==> src/dmr_pkg.sv <==
`default_nettype none
package dmr_pkg;
    // ==========================================================
    // Command and bus widths
    localparam int ADDR_W = 16;
    localparam int LAT_W = 6;
    localparam int STREAM_W = 6;

    // ==========================================================
    // Mode register selection by bank bits
    localparam logic [2:0] BANK_FIRST_MR = 3'h0;
    localparam logic [2:0] BANK_SECOND_MR = 3'h1;
    localparam logic [2:0] BANK_THIRD_MR = 3'h2;

    // ==========================================================
    // Field positions, first_mode_register
    localparam int MR0_BL_LSB = 0;
    localparam int MR0_BT_BIT = 3;
    localparam int MR0_DLL_RST_BIT = 8;
    localparam int MR0_WR_LSB = 9;
    localparam int MR0_PD_BIT = 12;

    // Field positions, second_mode_register
    localparam int MR1_DLL_DIS_BIT = 0;
    localparam int MR1_DRV_LO_BIT = 1;
    localparam int MR1_DRV_HI_BIT = 5;
    localparam int MR1_RTT0_BIT = 2;
    localparam int MR1_RTT1_BIT = 6;
    localparam int MR1_RTT2_BIT = 9;
    localparam int MR1_AL_LSB = 3;
    localparam int MR1_QOFF_BIT = 12;

    // Field positions, third_mode_register
    localparam int MR2_CWL_LSB = 3;
    localparam int MR2_RTT_WR_LSB = 9;

    // Chop select address line on read and write commands
    localparam int CHOP_SEL_BIT = 12;

    // ==========================================================
    // Field encodings
    localparam logic [1:0] BL_FIXED_EIGHT = 2'h0;
    localparam logic [1:0] BL_ON_THE_FLY = 2'h1;
    localparam logic [1:0] BL_FIXED_CHOP = 2'h2;
    localparam logic [1:0] AL_CL_MINUS1 = 2'h1;
    localparam logic [1:0] AL_CL_MINUS2 = 2'h2;
    localparam logic [LAT_W-1:0] CWL_BASE = 6'h05;

    // ==========================================================
    // Values after reset
    localparam logic [1:0] RST_BL = 2'h0;
    localparam logic [2:0] RST_WR = 3'h1;
    localparam logic [1:0] RST_AL = 2'h0;
    localparam logic [2:0] RST_CWL = 3'h0;

    // ==========================================================
    // Burst geometry
    localparam logic [2:0] LAST_SLOT = 3'h7;
    localparam int BEATS_PER_CLK = 2;
    localparam int CHOP_PULL_IN_CLKS = 2;
    localparam logic [2:0] WR_START_SLOT_FULL = LAST_SLOT;
    localparam logic [2:0] WR_START_SLOT_CHOP =
        3'(int'(LAST_SLOT) - CHOP_PULL_IN_CLKS * BEATS_PER_CLK);

    // ==========================================================
    // Timing
    localparam int CLK_PERIOD_PS = 10000;
    localparam int FAST_EXIT_NS = 6;
    localparam int SLOW_EXIT_NS = 24;
    localparam int PRECHARGE_NS = 14;
    localparam logic [LAT_W-1:0] FAST_EXIT_CYC =
        LAT_W'((FAST_EXIT_NS * 1000 + CLK_PERIOD_PS - 1) / CLK_PERIOD_PS);
    localparam logic [LAT_W-1:0] SLOW_EXIT_CYC =
        LAT_W'((SLOW_EXIT_NS * 1000 + CLK_PERIOD_PS - 1) / CLK_PERIOD_PS);
    localparam logic [LAT_W-1:0] PRECHARGE_CYC =
        LAT_W'((PRECHARGE_NS * 1000 + CLK_PERIOD_PS - 1) / CLK_PERIOD_PS);
    localparam logic [9:0] DLL_LOCK_CYC = 10'h200;

    // ==========================================================
    // Types
    typedef enum logic [3:0] {
        CMD_NOP, CMD_MRS, CMD_ACT, CMD_READ, CMD_WRITE,
        CMD_SREF_ENTER, CMD_SREF_EXIT, CMD_PD_ENTER, CMD_PD_EXIT
    } dmr_cmd_t;

    typedef enum logic [2:0] {
        ST_IDLE, ST_HOLD, ST_LAT, ST_BURST, ST_EXIT
    } dmr_state_t;
endpackage : dmr_pkg
`default_nettype wire

==> src/dmr_core.sv <==
// Overview of operation
// - A3 picks sequential or interleaved beat order
// - Burst field: fixed chop, eight, or on-the-fly
// - Sequential eight: rotate low bits, then other group
// - Interleaved eight: start column xor beat count
// - Chopped reads: one group, last four undriven
// - Writes ignore low column bits, fixed order
// - Fixed chop starts internal write two clocks early
// - On-the-fly chop write starts like eight-beat
// - DLL reset bit clears itself after use
// - Write recovery plus precharge gives precharge delay
// - Power-down DLL bit picks slow or fast exit
// - DLL off in self-refresh, back on exit
// - Driver impedance from second register bits 1,5
// - Write termination applies without nominal termination
// - Commands held additive latency before internal issue
// - Write latency is additive plus CAS write
// - CAS write latency from third register bits 3-5
`timescale 1ns/10ps
`default_nettype none
module dmr_core (
    input wire logic core_clk,
    input wire logic reset_n,
    input wire logic cmd_valid,
    output logic cmd_ready,
    input wire dmr_pkg::dmr_cmd_t cmd_kind,
    input wire logic [2:0] cmd_bank,
    input wire logic [dmr_pkg::ADDR_W-1:0] cmd_addr,
    input wire logic [4:0] cas_latency,
    output logic beat_valid,
    input wire logic beat_ready,
    output logic [2:0] beat_index,
    output logic beat_drive,
    output logic beat_write,
    output logic beat_last,
    output logic internal_issue,
    output logic write_start,
    output logic dll_reset_bit,
    output logic dll_running,
    output logic dll_locked,
    output logic [1:0] drive_impedance,
    output logic [2:0] termination_sel,
    output logic termination_is_write,
    output logic [dmr_pkg::LAT_W-1:0] read_latency,
    output logic [dmr_pkg::LAT_W-1:0] write_latency,
    output logic [dmr_pkg::LAT_W-1:0] auto_precharge_delay,
    output logic slow_exit_sel
);
    import dmr_pkg::*;

    // ==========================================================
    // Helpers
    function automatic logic [LAT_W-1:0] dec_wait(input logic [LAT_W-1:0] cnt);
        return (cnt == '0) ? '0 : LAT_W'(cnt - 1'b1);
    endfunction : dec_wait

    function automatic logic [2:0] order_beat(input logic wr, input logic chop,
        input logic interleave, input logic [2:0] col, input logic [2:0] slot);
        if (wr)
            return chop ? {col[2], slot[1:0]} : slot;
        if (interleave)
            return col ^ slot;
        return {col[2] ^ slot[2], 2'(col[1:0] + slot[1:0])};
    endfunction : order_beat

    function automatic logic [LAT_W-1:0] wr_cycles(input logic [2:0] code);
        case (code)
            3'h0: return 6'h10;
            3'h1: return 6'h05;
            3'h2: return 6'h06;
            3'h3: return 6'h07;
            3'h4: return 6'h08;
            3'h5: return 6'h0a;
            3'h6: return 6'h0c;
            default: return 6'h0e;
        endcase
    endfunction : wr_cycles

    // ==========================================================
    // Mode register fields
    logic [1:0] burst_len_q;
    logic burst_type_q;
    logic [2:0] wr_code_q;
    logic pd_fast_q;
    logic dll_disable_q;
    logic [1:0] drive_q;
    logic [2:0] rtt_nom_q;
    logic [1:0] al_code_q;
    logic qoff_q;
    logic [2:0] cwl_code_q;
    logic [1:0] rtt_wr_q;
    logic cmd_take;
    logic mrs_take;

    assign cmd_take = cmd_valid && cmd_ready;
    assign mrs_take = cmd_take && (cmd_kind == CMD_MRS);

    always_ff @(posedge core_clk or negedge reset_n)
    begin
        if (!reset_n)
        begin
            burst_len_q <= RST_BL;
            burst_type_q <= 1'b0;
            wr_code_q <= RST_WR;
            pd_fast_q <= 1'b0;
        end
        else if (mrs_take && cmd_bank == BANK_FIRST_MR)
        begin
            burst_len_q <= cmd_addr[MR0_BL_LSB +: 2];
            burst_type_q <= cmd_addr[MR0_BT_BIT];
            wr_code_q <= cmd_addr[MR0_WR_LSB +: 3];
            pd_fast_q <= cmd_addr[MR0_PD_BIT];
        end
    end

    always_ff @(posedge core_clk or negedge reset_n)
    begin
        if (!reset_n)
        begin
            dll_disable_q <= 1'b0;
            drive_q <= 2'h0;
            rtt_nom_q <= 3'h0;
            al_code_q <= RST_AL;
            qoff_q <= 1'b0;
        end
        else if (mrs_take && cmd_bank == BANK_SECOND_MR)
        begin
            dll_disable_q <= cmd_addr[MR1_DLL_DIS_BIT];
            drive_q <= {cmd_addr[MR1_DRV_HI_BIT], cmd_addr[MR1_DRV_LO_BIT]};
            rtt_nom_q <= {cmd_addr[MR1_RTT2_BIT], cmd_addr[MR1_RTT1_BIT],
                cmd_addr[MR1_RTT0_BIT]};
            al_code_q <= cmd_addr[MR1_AL_LSB +: 2];
            qoff_q <= cmd_addr[MR1_QOFF_BIT];
        end
    end

    always_ff @(posedge core_clk or negedge reset_n)
    begin
        if (!reset_n)
        begin
            cwl_code_q <= RST_CWL;
            rtt_wr_q <= 2'h0;
        end
        else if (mrs_take && cmd_bank == BANK_THIRD_MR)
        begin
            cwl_code_q <= cmd_addr[MR2_CWL_LSB +: 3];
            rtt_wr_q <= cmd_addr[MR2_RTT_WR_LSB +: 2];
        end
    end

    // ==========================================================
    // Latencies
    logic [LAT_W-1:0] cl_val, al_val, cwl_val;

    assign cl_val = LAT_W'(cas_latency);
    assign cwl_val = LAT_W'(CWL_BASE + LAT_W'(cwl_code_q));
    assign al_val = (al_code_q == AL_CL_MINUS1) ? dec_wait(cl_val) :
        (al_code_q == AL_CL_MINUS2) ? dec_wait(dec_wait(cl_val)) : '0;

    always_ff @(posedge core_clk or negedge reset_n)
    begin
        if (!reset_n)
        begin
            read_latency <= '0;
            write_latency <= '0;
            auto_precharge_delay <= '0;
            drive_impedance <= 2'h0;
            slow_exit_sel <= 1'b1;
        end
        else
        begin
            read_latency <= LAT_W'(al_val + cl_val);
            write_latency <= LAT_W'(al_val + cwl_val);
            auto_precharge_delay <= LAT_W'(wr_cycles(wr_code_q) + PRECHARGE_CYC);
            drive_impedance <= drive_q;
            slow_exit_sel <= !pd_fast_q;
        end
    end

    // ==========================================================
    // DLL reset, power state and lock
    logic in_sref_q, in_pd_q;
    logic [9:0] lock_cnt_q;

    always_ff @(posedge core_clk or negedge reset_n)
    begin
        if (!reset_n)
            dll_reset_bit <= 1'b0;
        else if (mrs_take && cmd_bank == BANK_FIRST_MR)
            dll_reset_bit <= cmd_addr[MR0_DLL_RST_BIT];
        else
            dll_reset_bit <= 1'b0;
    end

    always_ff @(posedge core_clk or negedge reset_n)
    begin
        if (!reset_n)
        begin
            in_sref_q <= 1'b0;
            in_pd_q <= 1'b0;
        end
        else if (cmd_take)
        begin
            if (cmd_kind == CMD_SREF_ENTER)
                in_sref_q <= 1'b1;
            else if (cmd_kind == CMD_SREF_EXIT)
                in_sref_q <= 1'b0;
            if (cmd_kind == CMD_PD_ENTER)
                in_pd_q <= 1'b1;
            else if (cmd_kind == CMD_PD_EXIT)
                in_pd_q <= 1'b0;
        end
    end

    always_ff @(posedge core_clk or negedge reset_n)
    begin
        if (!reset_n)
            dll_running <= 1'b0;
        else
            dll_running <= !dll_disable_q && !in_sref_q && !(in_pd_q && !pd_fast_q);
    end

    // Lock count restarts on each DLL reset, advances only while running
    always_ff @(posedge core_clk or negedge reset_n)
    begin
        if (!reset_n)
        begin
            lock_cnt_q <= '0;
            dll_locked <= 1'b0;
        end
        else if (dll_reset_bit || !dll_running)
        begin
            lock_cnt_q <= '0;
            dll_locked <= 1'b0;
        end
        else if (lock_cnt_q != DLL_LOCK_CYC)
            lock_cnt_q <= 10'(lock_cnt_q + 1'b1);
        else
            dll_locked <= 1'b1;
    end

    // ==========================================================
    // Command sequencer
    dmr_state_t state_q;
    logic [LAT_W-1:0] wait_q;
    logic [2:0] slot_q;
    logic [2:0] col_q;
    logic is_write_q, chop_q, fixed_chop_q;
    logic gen_ready, gen_push, cmd_chop;

    assign gen_push = (state_q == ST_BURST) && gen_ready;
    assign cmd_chop = (burst_len_q == BL_FIXED_CHOP) ||
        (burst_len_q == BL_ON_THE_FLY && !cmd_addr[CHOP_SEL_BIT]);

    always_ff @(posedge core_clk or negedge reset_n)
    begin
        if (!reset_n)
        begin
            col_q <= 3'h0;
            is_write_q <= 1'b0;
            chop_q <= 1'b0;
            fixed_chop_q <= 1'b0;
        end
        else if (cmd_take && (cmd_kind == CMD_READ || cmd_kind == CMD_WRITE))
        begin
            col_q <= cmd_addr[2:0];
            is_write_q <= (cmd_kind == CMD_WRITE);
            chop_q <= cmd_chop;
            fixed_chop_q <= (burst_len_q == BL_FIXED_CHOP);
        end
    end

    always_ff @(posedge core_clk or negedge reset_n)
    begin
        if (!reset_n)
        begin
            state_q <= ST_IDLE;
            wait_q <= '0;
            slot_q <= 3'h0;
            cmd_ready <= 1'b0;
            internal_issue <= 1'b0;
        end
        else
        begin
            internal_issue <= 1'b0;
            case (state_q)
                ST_IDLE:
                begin
                    cmd_ready <= 1'b1;
                    if (cmd_take && (cmd_kind == CMD_READ || cmd_kind == CMD_WRITE))
                    begin
                        cmd_ready <= 1'b0;
                        slot_q <= 3'h0;
                        if (al_val == '0)
                        begin
                            state_q <= ST_LAT;
                            internal_issue <= 1'b1;
                            wait_q <= dec_wait((cmd_kind == CMD_WRITE) ? cwl_val : cl_val);
                        end
                        else
                        begin
                            state_q <= ST_HOLD;
                            wait_q <= dec_wait(al_val);
                        end
                    end
                    else if (cmd_take && cmd_kind == CMD_PD_EXIT)
                    begin
                        cmd_ready <= 1'b0;
                        state_q <= ST_EXIT;
                        wait_q <= dec_wait(pd_fast_q ? FAST_EXIT_CYC : SLOW_EXIT_CYC);
                    end
                end
                ST_HOLD:
                    if (wait_q == '0)
                    begin
                        state_q <= ST_LAT;
                        internal_issue <= 1'b1;
                        wait_q <= dec_wait(is_write_q ? cwl_val : cl_val);
                    end
                    else
                        wait_q <= dec_wait(wait_q);
                ST_LAT:
                    if (wait_q == '0)
                        state_q <= ST_BURST;
                    else
                        wait_q <= dec_wait(wait_q);
                ST_BURST:
                    if (gen_push)
                    begin
                        slot_q <= 3'(slot_q + 1'b1);
                        if (slot_q == LAST_SLOT)
                        begin
                            state_q <= ST_IDLE;
                            cmd_ready <= 1'b1;
                        end
                    end
                ST_EXIT:
                    if (wait_q == '0)
                    begin
                        state_q <= ST_IDLE;
                        cmd_ready <= 1'b1;
                    end
                    else
                        wait_q <= dec_wait(wait_q);
                default:
                begin
                    state_q <= ST_IDLE;
                    cmd_ready <= 1'b0;
                end
            endcase
        end
    end

    // ==========================================================
    // Internal write start, pulled in only for fixed chop
    always_ff @(posedge core_clk or negedge reset_n)
    begin
        if (!reset_n)
            write_start <= 1'b0;
        else
            write_start <= gen_push && is_write_q &&
                (slot_q == (fixed_chop_q ? WR_START_SLOT_CHOP : WR_START_SLOT_FULL));
    end

    // ==========================================================
    // Termination selection
    always_ff @(posedge core_clk or negedge reset_n)
    begin
        if (!reset_n)
        begin
            termination_sel <= 3'h0;
            termination_is_write <= 1'b0;
        end
        else if (state_q == ST_BURST && is_write_q && rtt_wr_q != 2'h0)
        begin
            termination_sel <= {1'b0, rtt_wr_q};
            termination_is_write <= 1'b1;
        end
        else
        begin
            termination_sel <= rtt_nom_q;
            termination_is_write <= 1'b0;
        end
    end

    // ==========================================================
    // Beat stream into the two-entry buffer
    logic [2:0] gen_index;
    logic gen_used;
    logic [STREAM_W-1:0] out_word;

    assign gen_index = order_beat(is_write_q, chop_q, burst_type_q, col_q, slot_q);
    assign gen_used = !(chop_q && slot_q[2]) && (is_write_q || !qoff_q);

    dmr_buffer #(
        .WIDTH(STREAM_W)
    ) u_buffer (
        .core_clk(core_clk),
        .reset_n(reset_n),
        .in_valid(state_q == ST_BURST),
        .in_ready(gen_ready),
        .in_data({is_write_q, gen_used, slot_q == LAST_SLOT, gen_index}),
        .out_valid(beat_valid),
        .out_ready(beat_ready),
        .out_data(out_word)
    );

    assign beat_write = out_word[5];
    assign beat_drive = out_word[4];
    assign beat_last = out_word[3];
    assign beat_index = out_word[2:0];
endmodule : dmr_core
`default_nettype wire

==> src/dmr_buffer.sv <==
`timescale 1ns/10ps
`default_nettype none
module dmr_buffer #(
    parameter int WIDTH = 6
) (
    input wire logic core_clk,
    input wire logic reset_n,
    input wire logic in_valid,
    output logic in_ready,
    input wire logic [WIDTH-1:0] in_data,
    output logic out_valid,
    input wire logic out_ready,
    output logic [WIDTH-1:0] out_data
);
    logic [WIDTH-1:0] head_q, head_d, tail_q, tail_d;
    logic head_v_q, head_v_d, tail_v_q, tail_v_d;
    logic push, pop;

    assign push = in_valid && in_ready;
    assign pop = head_v_q && out_ready;

    // ==========================================================
    // Two-entry shift buffer, head always feeds the output
    always_comb
    begin
        head_d = head_q;
        tail_d = tail_q;
        head_v_d = head_v_q;
        tail_v_d = tail_v_q;
        if (pop)
        begin
            head_d = tail_q;
            head_v_d = tail_v_q;
            tail_v_d = 1'b0;
        end
        if (push)
        begin
            if (!head_v_d)
            begin
                head_d = in_data;
                head_v_d = 1'b1;
            end
            else
            begin
                tail_d = in_data;
                tail_v_d = 1'b1;
            end
        end
    end

    always_ff @(posedge core_clk or negedge reset_n)
    begin
        if (!reset_n)
        begin
            head_q <= '0;
            tail_q <= '0;
            head_v_q <= 1'b0;
            tail_v_q <= 1'b0;
            in_ready <= 1'b0;
        end
        else
        begin
            head_q <= head_d;
            tail_q <= tail_d;
            head_v_q <= head_v_d;
            tail_v_q <= tail_v_d;
            in_ready <= !tail_v_d;
        end
    end

    assign out_valid = head_v_q;
    assign out_data = head_q;
endmodule : dmr_buffer
`default_nettype wire

==> config.mk <==
export PLATFORM = sky130hd
export DESIGN_NAME = dmr_core
export DESIGN_NICKNAME = d
export VERILOG_FILES = /design/src/dmr_pkg.sv /design/src/dmr_core.sv /design/src/dmr_buffer.sv
export SDC_FILE = /design/constraint.sdc
export NUM_CORES = 1
export LEC_CHECK = 0
export BUFFER_PORTS_ARGS = -buffer_cell sky130_fd_sc_hd__buf_4
export CELL_PAD_IN_SITES_DETAIL_PLACEMENT = 0
export CELL_PAD_IN_SITES_GLOBAL_PLACEMENT = 1
export CORE_MARGIN = 4
export CORE_UTILIZATION = 45
export CTS_CLUSTER_DIAMETER = 150
export DETAILED_ROUTE_END_ITERATION = 8
export GPL_TIMING_DRIVEN = 0
export PLACE_DENSITY_LB_ADDON = 0.1
export SLEW_MARGIN = 15
export SYNTH_ARGS = -nofsm -noshare
export SYNTH_HDL_FRONTEND = slang
export SYNTH_SLANG_ARGS = --single-unit
==> constraint.sdc <==
create_clock -name core_clk -period 3 [get_ports core_clk]
set_input_delay 0.3 -clock core_clk [delete_from_list [all_inputs] [get_ports core_clk]]
set_output_delay 0.3 -clock core_clk [all_outputs]
set_load 0.005 [all_outputs]
==> reports/results.ini, run 1 <==
[grt]
grt_pass1_vias=4624
grt_pass1_wl_mm=22.9
antenna_found_initial=0
grt_max_degree=98
grt_remaining_overflow=0
grt_usage=0.197

[power_and_ir_drop]
p_sw_mw=1.53
ir_drop_mv=0.351
power_frac_seq=0.381
p_leak_nw=3.20
combPwrFrac=0.342
power.share.switching=0.352
power_density_nw_per_um2=629
clockPowerShare=0.277
p_int_mw=2.81

[placement]
port_buffers=63
placed_area_um2=6460
gp_congestion=0.944
pre_cts_slack_ps=-796
dpl.hpwl_mm=10.4

[sta]
worst_slew_pin_slew_ps=884
setup_viol=0
maxSlewHeadroom=0.411
finalClockSkew_ps=7.42
timing.setup.tns_ps=0
fin_hold_ws_ps=44.4
finalCriticalPeriod_ps=2980
fmax_ghz=0.335
fin_crit_sh=0.994
slew_violations=0
hold_violations=0
rsz0062_at_grt=yes
fin_ws_ps=16.7

[synth]
synth_most_common_cell=dfrtp_1
synth_commonest_cells=95 x dfrtp_1, 50 x nor2_1, 46 x nand2_1, 40 x a21oi_1, 36 x inv_1
synth_edf_count=0
synthesis.area_um2=5700
avgSynthCellArea_um2=9.59
synth.distinct_cells=70
async_flop_share=1.00
synth-main-ff-cell=dfrtp_1
syn_nets=653
yosys_warnings=0
yosys-top-cells-area=dfrtp_1 42%, mux2_2 5.9%, ha_1 5.5%
synth_area_leader_cell=dfrtp_1
ys_seq_area_frac=0.427
netlist.area_leader.share=0.417
synth-seq-cells=97
postSynthCellCount=594

[floorplan]
fp.coreArea_um2=12200
die_h_um=121
rows=40
initial_core_util=0.466
die-area_um2=14500
ios=70
dieWidth_um=121

[routing]
wl_per_cell_um=16.4
top_layer_used=met4
via_count=4610
ant_nets=0
via_per_inst=5.41
drcViolationCount=0
wl_met3_um=650
wl_met1_mm=6.22
drtIter0Drc=302
dr.pass1.iters=5
wl_met2_mm=6.89
drt-total-wl_mm=14.0

[critical_path]
worstSetupPathType=input port to flip-flop
worstPathArrival_ps=3240
end_kind=flip-flop
path_max_fanout=7
reg2reg_depth=11
crit_required_ps=3260
r2r_slack_ps=320
crit_path_start_kind=input port

[final_layout]
design_area_um2=6900
n_fill_cell=1155
fin_util=0.565
area_growth_pct=21.2
final_nets=738
drive_above_1_share=0.247
antennaDiodeCount=0

[clocking]
clk_pin_slew_worst_paths_ps=70
cts_max_level=3
cts_tree=done
cts.sinks=97
cts-buffers-inserted=9
cts_root_buf=clkbuf_16
clock_latency_ps=340
cts_buffer_depth=2

[flow_run]
maxCapViolCount=0

[run_status]
status=finished clean

[worst_hold_path]
hp-class=input port to asynchronous set/reset pin

metal layers:
layer | up-vias | track usage
li1 | 2283 | -
met1 | 2194 | 0.259
met2 | 118 | 0.330
met3 | 15 | 0.0295
met4 | 0 | 0.0687
met5 | - | 0
worst max-delay path: stages:
cell and delay, ps:
buf_6 100, buf_8 130, inv_6 50, ha_4 150, nor4b_4 300, or2_4 200, buf_4 120, ha_1 240
o211ai_1 150, mux2i_1 140, o311ai_1 350, or3b_4 460, buf_6 140, o311a_1 340, o31ai_1 60
final cells by class:
type / instances / area (um2) / area share
well taps: 168 / 210 / 0.0305
multi-input cells: 437 / 3130 / 0.453
clock buffers: 10 / 229 / 0.0332
clock inverters: 6 / 77.6 / 0.0112
plain buffers: 23 / 119 / 0.0172
flip-flops and latches: 97 / 2430 / 0.352
inverters: 36 / 143 / 0.0207
repair buffers: 75 / 568 / 0.0823
worst paths after layout:
check | start | endpoint
worst max-delay path | cas_latency[0] | wait_q[3]
worst max register to register | is_write_q | wait_q[1]
worst min register to register | drive_q[0] | drive_impedance[0]
worst min-delay path | reset_n | u_buffer.tail_q[3]
max in group asynchronous | reset_n | termination_is_write
min in group core_clk | cmd_addr[8] | dll_reset_bit
sequential cells by signal, indices dropped and copies added, names as in the netlist, 2 cells and up:
name,flops
wait_q,6
rtt_nom_q,3
u_buffer.tail_q,6
u_buffer.out_data,6
wr_code_q,3
col_q,3
rtt_wr_q,2
read_latency,6
state_q,3
write_latency,6
drive_impedance,2
al_code_q,2
slot_q,3
drive_q,2
lock_cnt_q,10
cwl_code_q,3
termination_sel,3
auto_precharge_delay,6
burst_len_q,2
placed cells by master (no fill, tap or decap), types with 5 or more instances in the layout:
master     count
ha_1          21
nand3_1       18
o21ai_0       33
a21o_1         8
nor3_1        13
nor2_1        49
nor2b_1       13
xor2_1         9
nand2_1       45
mux2i_1       13
o21a_1         6
inv_1         31
xnor2_1       20
dfrtp_1       95
mux2_2        30
nor4_1         5
clkbuf_16      9
buf_4         72
nand2b_1      11
a21oi_1       36
clkbuf_1      15
power groups by stage:
stage                     Clock [mW]  Combinational [mW]  Sequential, mW
after CTS                       1.23                1.46            1.65
final                           1.20                1.48            1.65
after detailed placement           0                1.43            1.67
after global placement             0                1.43            1.67
after global routing            1.29                1.66            1.68
after floorplan                    0               0.980            1.65
timing repair:
action | CTS | global route
setup buffers | 6 | 5
endpoints found under the hold margin | 0 | 0
hold buffers | 0 | 0
cloned | 1 | 0
pin swaps | 7 | 1
setup endpoints to repair | 17 | 13
gates resized for setup | 5 | 15
logic make-up (layout without fill, tap and decap cells):
group,Yosys count,in the layout,share of synthesized area
muxes,45,45,0.0887
xor gates and xnor gates,29,29,0.0446
buffers and inverters,60,150,0.0442
and+or+nand+nor,192,192,0.167
adders and majority gates,27,27,0.0620
AOI/OAI and AO/OA,143,143,0.167
DFF,97,97,0.427
other,1,1,0.000658
through the flow:
| step | cells | total power [mW] |
|---|---|---|
| floorplan | 594 | 2.63 |
| global placement | 825 | 3.10 |
| detailed placement | 825 | 3.11 |
| CTS | 847 | 4.34 |
| global route | 852 | 4.63 |
| finish | 852 | 4.34 |
No activity file was read; power rests on OpenSTA's default activity.
==> run 2: changes to the inputs <==
CELL_PAD_IN_SITES_DETAIL_PLACEMENT = 2   (was 0)
CELL_PAD_IN_SITES_GLOBAL_PLACEMENT = 2   (was 1)
CORE_UTILIZATION = 37   (was 45)
==> reports/results.ini, run 2 (synthesis results as in run 1) <==
[clocking]
cts_tree=done
hold_buffers=0
cts-buffers-inserted=9
cts_root_buf=clkbuf_16
cts.sinks=97
cts_buffer_depth=2
cts_max_level=3
clock_latency_ps=360
clk_pin_slew_worst_paths_ps=80

[routing]
wl_per_cell_um=21.0
dr.pass1.iters=4
ant_nets=0
drt-total-wl_mm=18.3
drtIter0Drc=191
via_per_inst=5.50
via_count=4815
drcViolationCount=0

[floorplan]
die_h_um=132
ios=70
initial_core_util=0.376
die-area_um2=17400
fp.coreArea_um2=15100
dieWidth_um=132
rows=45

[critical_path]
path_max_fanout=8
cp_num_buf_inv=4
cp_slowest_cell=or3b_4
end_kind=flip-flop
crit_family=simple AND/OR/NAND/NOR gates
path_cells=buf_4, buf_6, nor4b_4, or2_4, ha_4, inv_2, a2111oi_4, nor3_2, a21oi_2, ha_2, nand3_2, or3b_4, buf_8, nor2b_4, o31a_1
crit_start=cas_latency[3]
crit_required_ps=3240
r2r-start=al_code_q[0]
r2r-end=wait_q[1]
critical_path_depth=15
slowest_delay_ps=420
worstSetupPathType=input port to flip-flop
endpoint=wait_q[1]
reg2reg_depth=8
r2r_slack_ps=390
crit_path_start_kind=input port
worstPathArrival_ps=3260

[final_layout]
design_area_um2=7070
drive_above_1_share=0.261
n_fill_cell=1604
final_common_cell=dfrtp_1
final_cell_mix=95 x dfrtp_1, 77 x buf_4, 48 x nor2_1, 45 x nand2_1, 35 x a21oi_1
fin_util=0.467
area_growth_pct=24.1
largest-register=lock_cnt_q
antennaDiodeCount=0
finalNonFillerCells=875
final_nets=741
largest_reg_flops=10

[placement]
gp_congestion=0.827
dpl.hpwl_mm=13.3
port_buffers=63
placed_area_um2=6480
place_inst=845

[run_status]
status=complete, but fails checks
violations=negative setup slack

[grt]
grt_usage=0.210
grt_remaining_overflow=0
grt_pass1_vias=5341
grt_max_degree=98
antenna_found_initial=0
grt_pass1_wl_mm=29.6

[sta]
rsz0062_at_grt=yes
fin_crit_sh=1.00
finalClockSkew_ps=15.4
fin_ws_ps=-11.5
hold_violations=0
worst_slew_pin_slew_ps=929
slew_violations=0
maxSlewHeadroom=0.381
setup_viol=1
finalCriticalPeriod_ps=3010
fmax_ghz=0.332
timing.setup.tns_ps=-11.5

[power_and_ir_drop]
power_mw=4.61
ir_drop_mv=0.269
power_density_nw_per_um2=652
p_leak_nw=3.25

[flow_run]
maxCapViolCount=0

[worst_hold_path]
hp-class=input port to asynchronous set/reset pin

-- run 2: changes by cell type in the layout (fill, tap and decap cells not counted), moves of 2 or more --
| cell | delta |
|---|---|
| clkbuf_1 | -2 |
| o21ai_1 | +2 |
| buf_2 | -3 |
| inv_8 | +2 |
| o21ai_0 | -2 |
| buf_4 | +5 |
| buf_12 | +3 |
-- run 2: layout make-up --
class	instances	area [um2]	share of cell area
timing repair buffer	81	649	0.0919
tap	188	235	0.0333
clock buffer	9	225	0.0319
multi-input combinational	437	3150	0.445
buffer	20	115	0.0163
clock inverter	7	105	0.0149
inverter	36	160	0.0227
sequential	97	2430	0.344
-- run 2: how the worst min path moves through the flow --
stage                              end  slack [ps]  cells after the start
2_1_floorplan             al_code_q[0]           4                      0
3_3_place_gp        drive_impedance[0]         360                      0
3_5_place_dp        drive_impedance[0]         370                      0
4_1_cts             termination_sel[0]          90                      1
5_1_grt        auto_precharge_delay[5]         130                      1
6_report            u_buffer.tail_q[3]          30                      1
-- run 2: routing by layer --
layer / share of wire / global-route usage
met4: 0.012 / 0.0537
met2: 0.53 / 0.375
met5: 0 / 0
met3: 0.022 / 0.0309
met1: 0.44 / 0.265
-- run 2: power by group --
group / internal, mW / total (mW) / leakage [nW] / switching, mW
combinational: 0.687 / 1.61 / 1.82 / 0.927
sequential: 1.50 / 1.68 / 1.27 / 0.174
clock: 0.749 / 1.32 / 0.164 / 0.571
-- run 2: stage by stage --
step	worst slack, ps	hold slack, ps
global route	-84.2	131
CTS	-23.0	89.7
global placement	-771	358
floorplan	-162	4.41
finish	-11.5	26.4
detailed placement	-840	370
-- run 2: timing repair --
| action | CTS | global route |
|---|---|---|
| setup buffers | 8 | 10 |
| pin swaps | 8 | 10 |
| setup endpoints to repair | 18 | 13 |
| gates resized for setup | 8 | 35 |
==> run 3: changes to the inputs <==
CTS_CLUSTER_DIAMETER = 120   (was 150)
SYNTH_HIERARCHICAL = 1   (was unset)
==> reports/results.ini, run 3 <==
[run_status]
status=finished clean

[final_layout]
fin_util=0.460
largest_reg_flops=10
antennaDiodeCount=0
seq_area_um2=2430
n_fill_cell=1557
final_common_cell=dfrtp_1
multi_input_area_um2=3090
final_cell_mix=95 x dfrtp_1, 71 x buf_4, 50 x nand2_1, 38 x mux2_2, 35 x a21oi_1
area_growth_pct=20.9
drive_above_1_share=0.278
final_nets=694
design_area_um2=6770
largest-register=lock_cnt_q

[critical_path]
path_max_fanout=10
r2r_slack_ps=230
cp_slowest_cell=fa_2
worstSetupPathType=input port to flip-flop
endpoint=write_latency[4]
path_cells=buf_4, buf_6, inv_1, ha_4, nor4b_4, nor2_1, inv_2, ha_4, nand3_1, o21ai_4, mux2_4, inv_1, ha_1, fa_2, a21o_1, a21oi_1, xnor2_1
r2r-end=read_latency[5]
slowest_delay_ps=350
crit_path_start_kind=input port
reg2reg_depth=10
end_kind=flip-flop
worstPathArrival_ps=3160
r2r-start=al_code_q[1]
crit_start=cas_latency[0]
crit_required_ps=3260

[sta]
finalCriticalPeriod_ps=2890
fin_hold_ws_ps=27.9
worst_slew_pin_slew_ps=901
slew_violations=0
fin_crit_sh=0.965
hold_violations=0
fmax_ghz=0.346
maxSlewHeadroom=0.394
fin_ws_ps=106
setup_viol=0
finalClockSkew_ps=11.4

[grt]
grt_usage=0.199
grt_remaining_overflow=0
grt_max_degree=98
antenna_found_initial=0
grt_pass1_wl_mm=26.6
grt_pass1_vias=4971

[placement]
gp_congestion=0.841
dpl.hpwl_mm=12.6
port_buffers=63
placed_area_um2=6330
pre_cts_slack_ps=-688

[clocking]
clk_pin_slew_worst_paths_ps=70
cts-buffers-inserted=9
cts_max_level=3
cts_tree=done
cts.sinks=97
cts_root_buf=clkbuf_16
clock_latency_ps=350
cts_buffer_depth=2

[synth]
synth-simple-area-share=0.171
synth-main-ff-cell=dfrtp_1
synth_area_leader_cell=dfrtp_1
postSynthCellCount=554
synth_most_common_cell=dfrtp_1
avgSynthCellArea_um2=10.1
netlist.area_leader.share=0.425
synth_edf_count=0
synth_top_family_by_area=simple AND/OR/NAND/NOR gates
synth_fa_ha_area_frac=0.0630
synthesis.area_um2=5600
synth.area.mux_share=0.116
ys_seq_area_frac=0.434
synth-seq-cells=97
synth.distinct_cells=70
yosys_warnings=6
syn_nets=613
yosys-top-cells-area=dfrtp_1 42%, mux2_2 7.8%, ha_1 5.6%
synth_commonest_cells=95 x dfrtp_1, 50 x nand2_1, 39 x mux2_2, 38 x a21oi_1, 33 x nor2_1
async_flop_share=1.00
synth_compound_area_frac=0.135
synth-xor-area-share=0.0423

[floorplan]
die-area_um2=17200
rows=44
initial_core_util=0.381
ios=70
dieWidth_um=131
die_h_um=131
fp.coreArea_um2=14700

[routing]
drtIter0Drc=170
ant_nets=0
drcViolationCount=0
dr.pass1.iters=4
via_count=4514
via_per_inst=5.48
drt-total-wl_mm=16.8
wl_per_cell_um=20.4

[power_and_ir_drop]
combPwrFrac=0.086
power_frac_seq=0.496
ir_drop_mv=0.251
power_density_nw_per_um2=392
power_mw=2.66
clockPowerShare=0.419
p_sw_mw=0.662
power.share.switching=0.249
p_leak_nw=3.20
p_int_mw=1.99

[flow_run]
maxCapViolCount=0

[worst_hold_path]
hp-class=input port to asynchronous set/reset pin

==> run 3: stage by stage <==
stage | instances | setup TNS, ps
finish | 824 | 0
CTS | 820 | 0
global route | 824 | -110
global placement | 801 | -6490
floorplan | 554 | 0
detailed placement | 801 | -8000
==> run 3: worst min-delay path by stage <==
| stage | to | slack, ps | depth (start not counted) |
|---|---|---|---|
| after detailed placement | drive_impedance[1] | 370 | 0 |
| after CTS | slot_q[2] | 100 | 1 |
| final | slot_q[2] | 30 | 1 |
| after global routing | u_buffer/out_valid | 100 | 1 |
| after floorplan | al_code_q[0] | 4 | 0 |
| after global placement | drive_impedance[1] | 360 | 0 |
==> run 3: cell families (layout without fill, tap and decap cells) <==
logic type,count (synthesis),after routing
compound gates,118,118
xor+xnor,27,27
flops,97,97
other cells,1,1
fa+ha+maj,27,27
mux,57,57
simple gates,181,181
buf+inv,46,132
==> run 3: repair_timing <==
action,4_1_cts,5_1_grt
gates resized for setup,8,17
pin swaps,2,1
buffers inserted,3,4
endpoints found under the setup margin,13,11
hold buffers,0,0
==> run 3: area by class of cell <==
| class | count | area share |
|---|---|---|
| Tap cell | 184 | 0.0340 |
| Inverter | 27 | 0.0150 |
| Sequential cell | 97 | 0.359 |
| Multi-Input combinational cell | 411 | 0.456 |
| Clock inverter | 5 | 0.00555 |
| Timing Repair Buffer | 70 | 0.0782 |
| Clock buffer | 11 | 0.0359 |
| Buffer | 19 | 0.0163 |
==> run 3: critical path: cells and delay by family <==
kind            cells  cell delay (ps)
xor+xnor            1              140
mux                 1              240
buf+inv             5              550
simple gates        3              480
fa+ha+maj           4              880
compound gates      3              550
==> run 3: power by group through the flow <==
stage	Combinational [mW]	Clock, mW	Sequential, mW
global route	0.251	1.22	1.32
floorplan	0.108	0	1.34
CTS	0.219	1.15	1.32
detailed placement	0.214	0	1.34
finish	0.228	1.11	1.32
global placement	0.206	0	1.34
==> run 3: routing by layer <==
metal  global-route usage  wire (um)  vias to the layer above
met2                0.360       8980                       56
met3               0.0285        379                       15
li1                     -          -                     2131
met4               0.0593        316                        0
met5                    0          0                        -
met1                0.246       7160                     2312
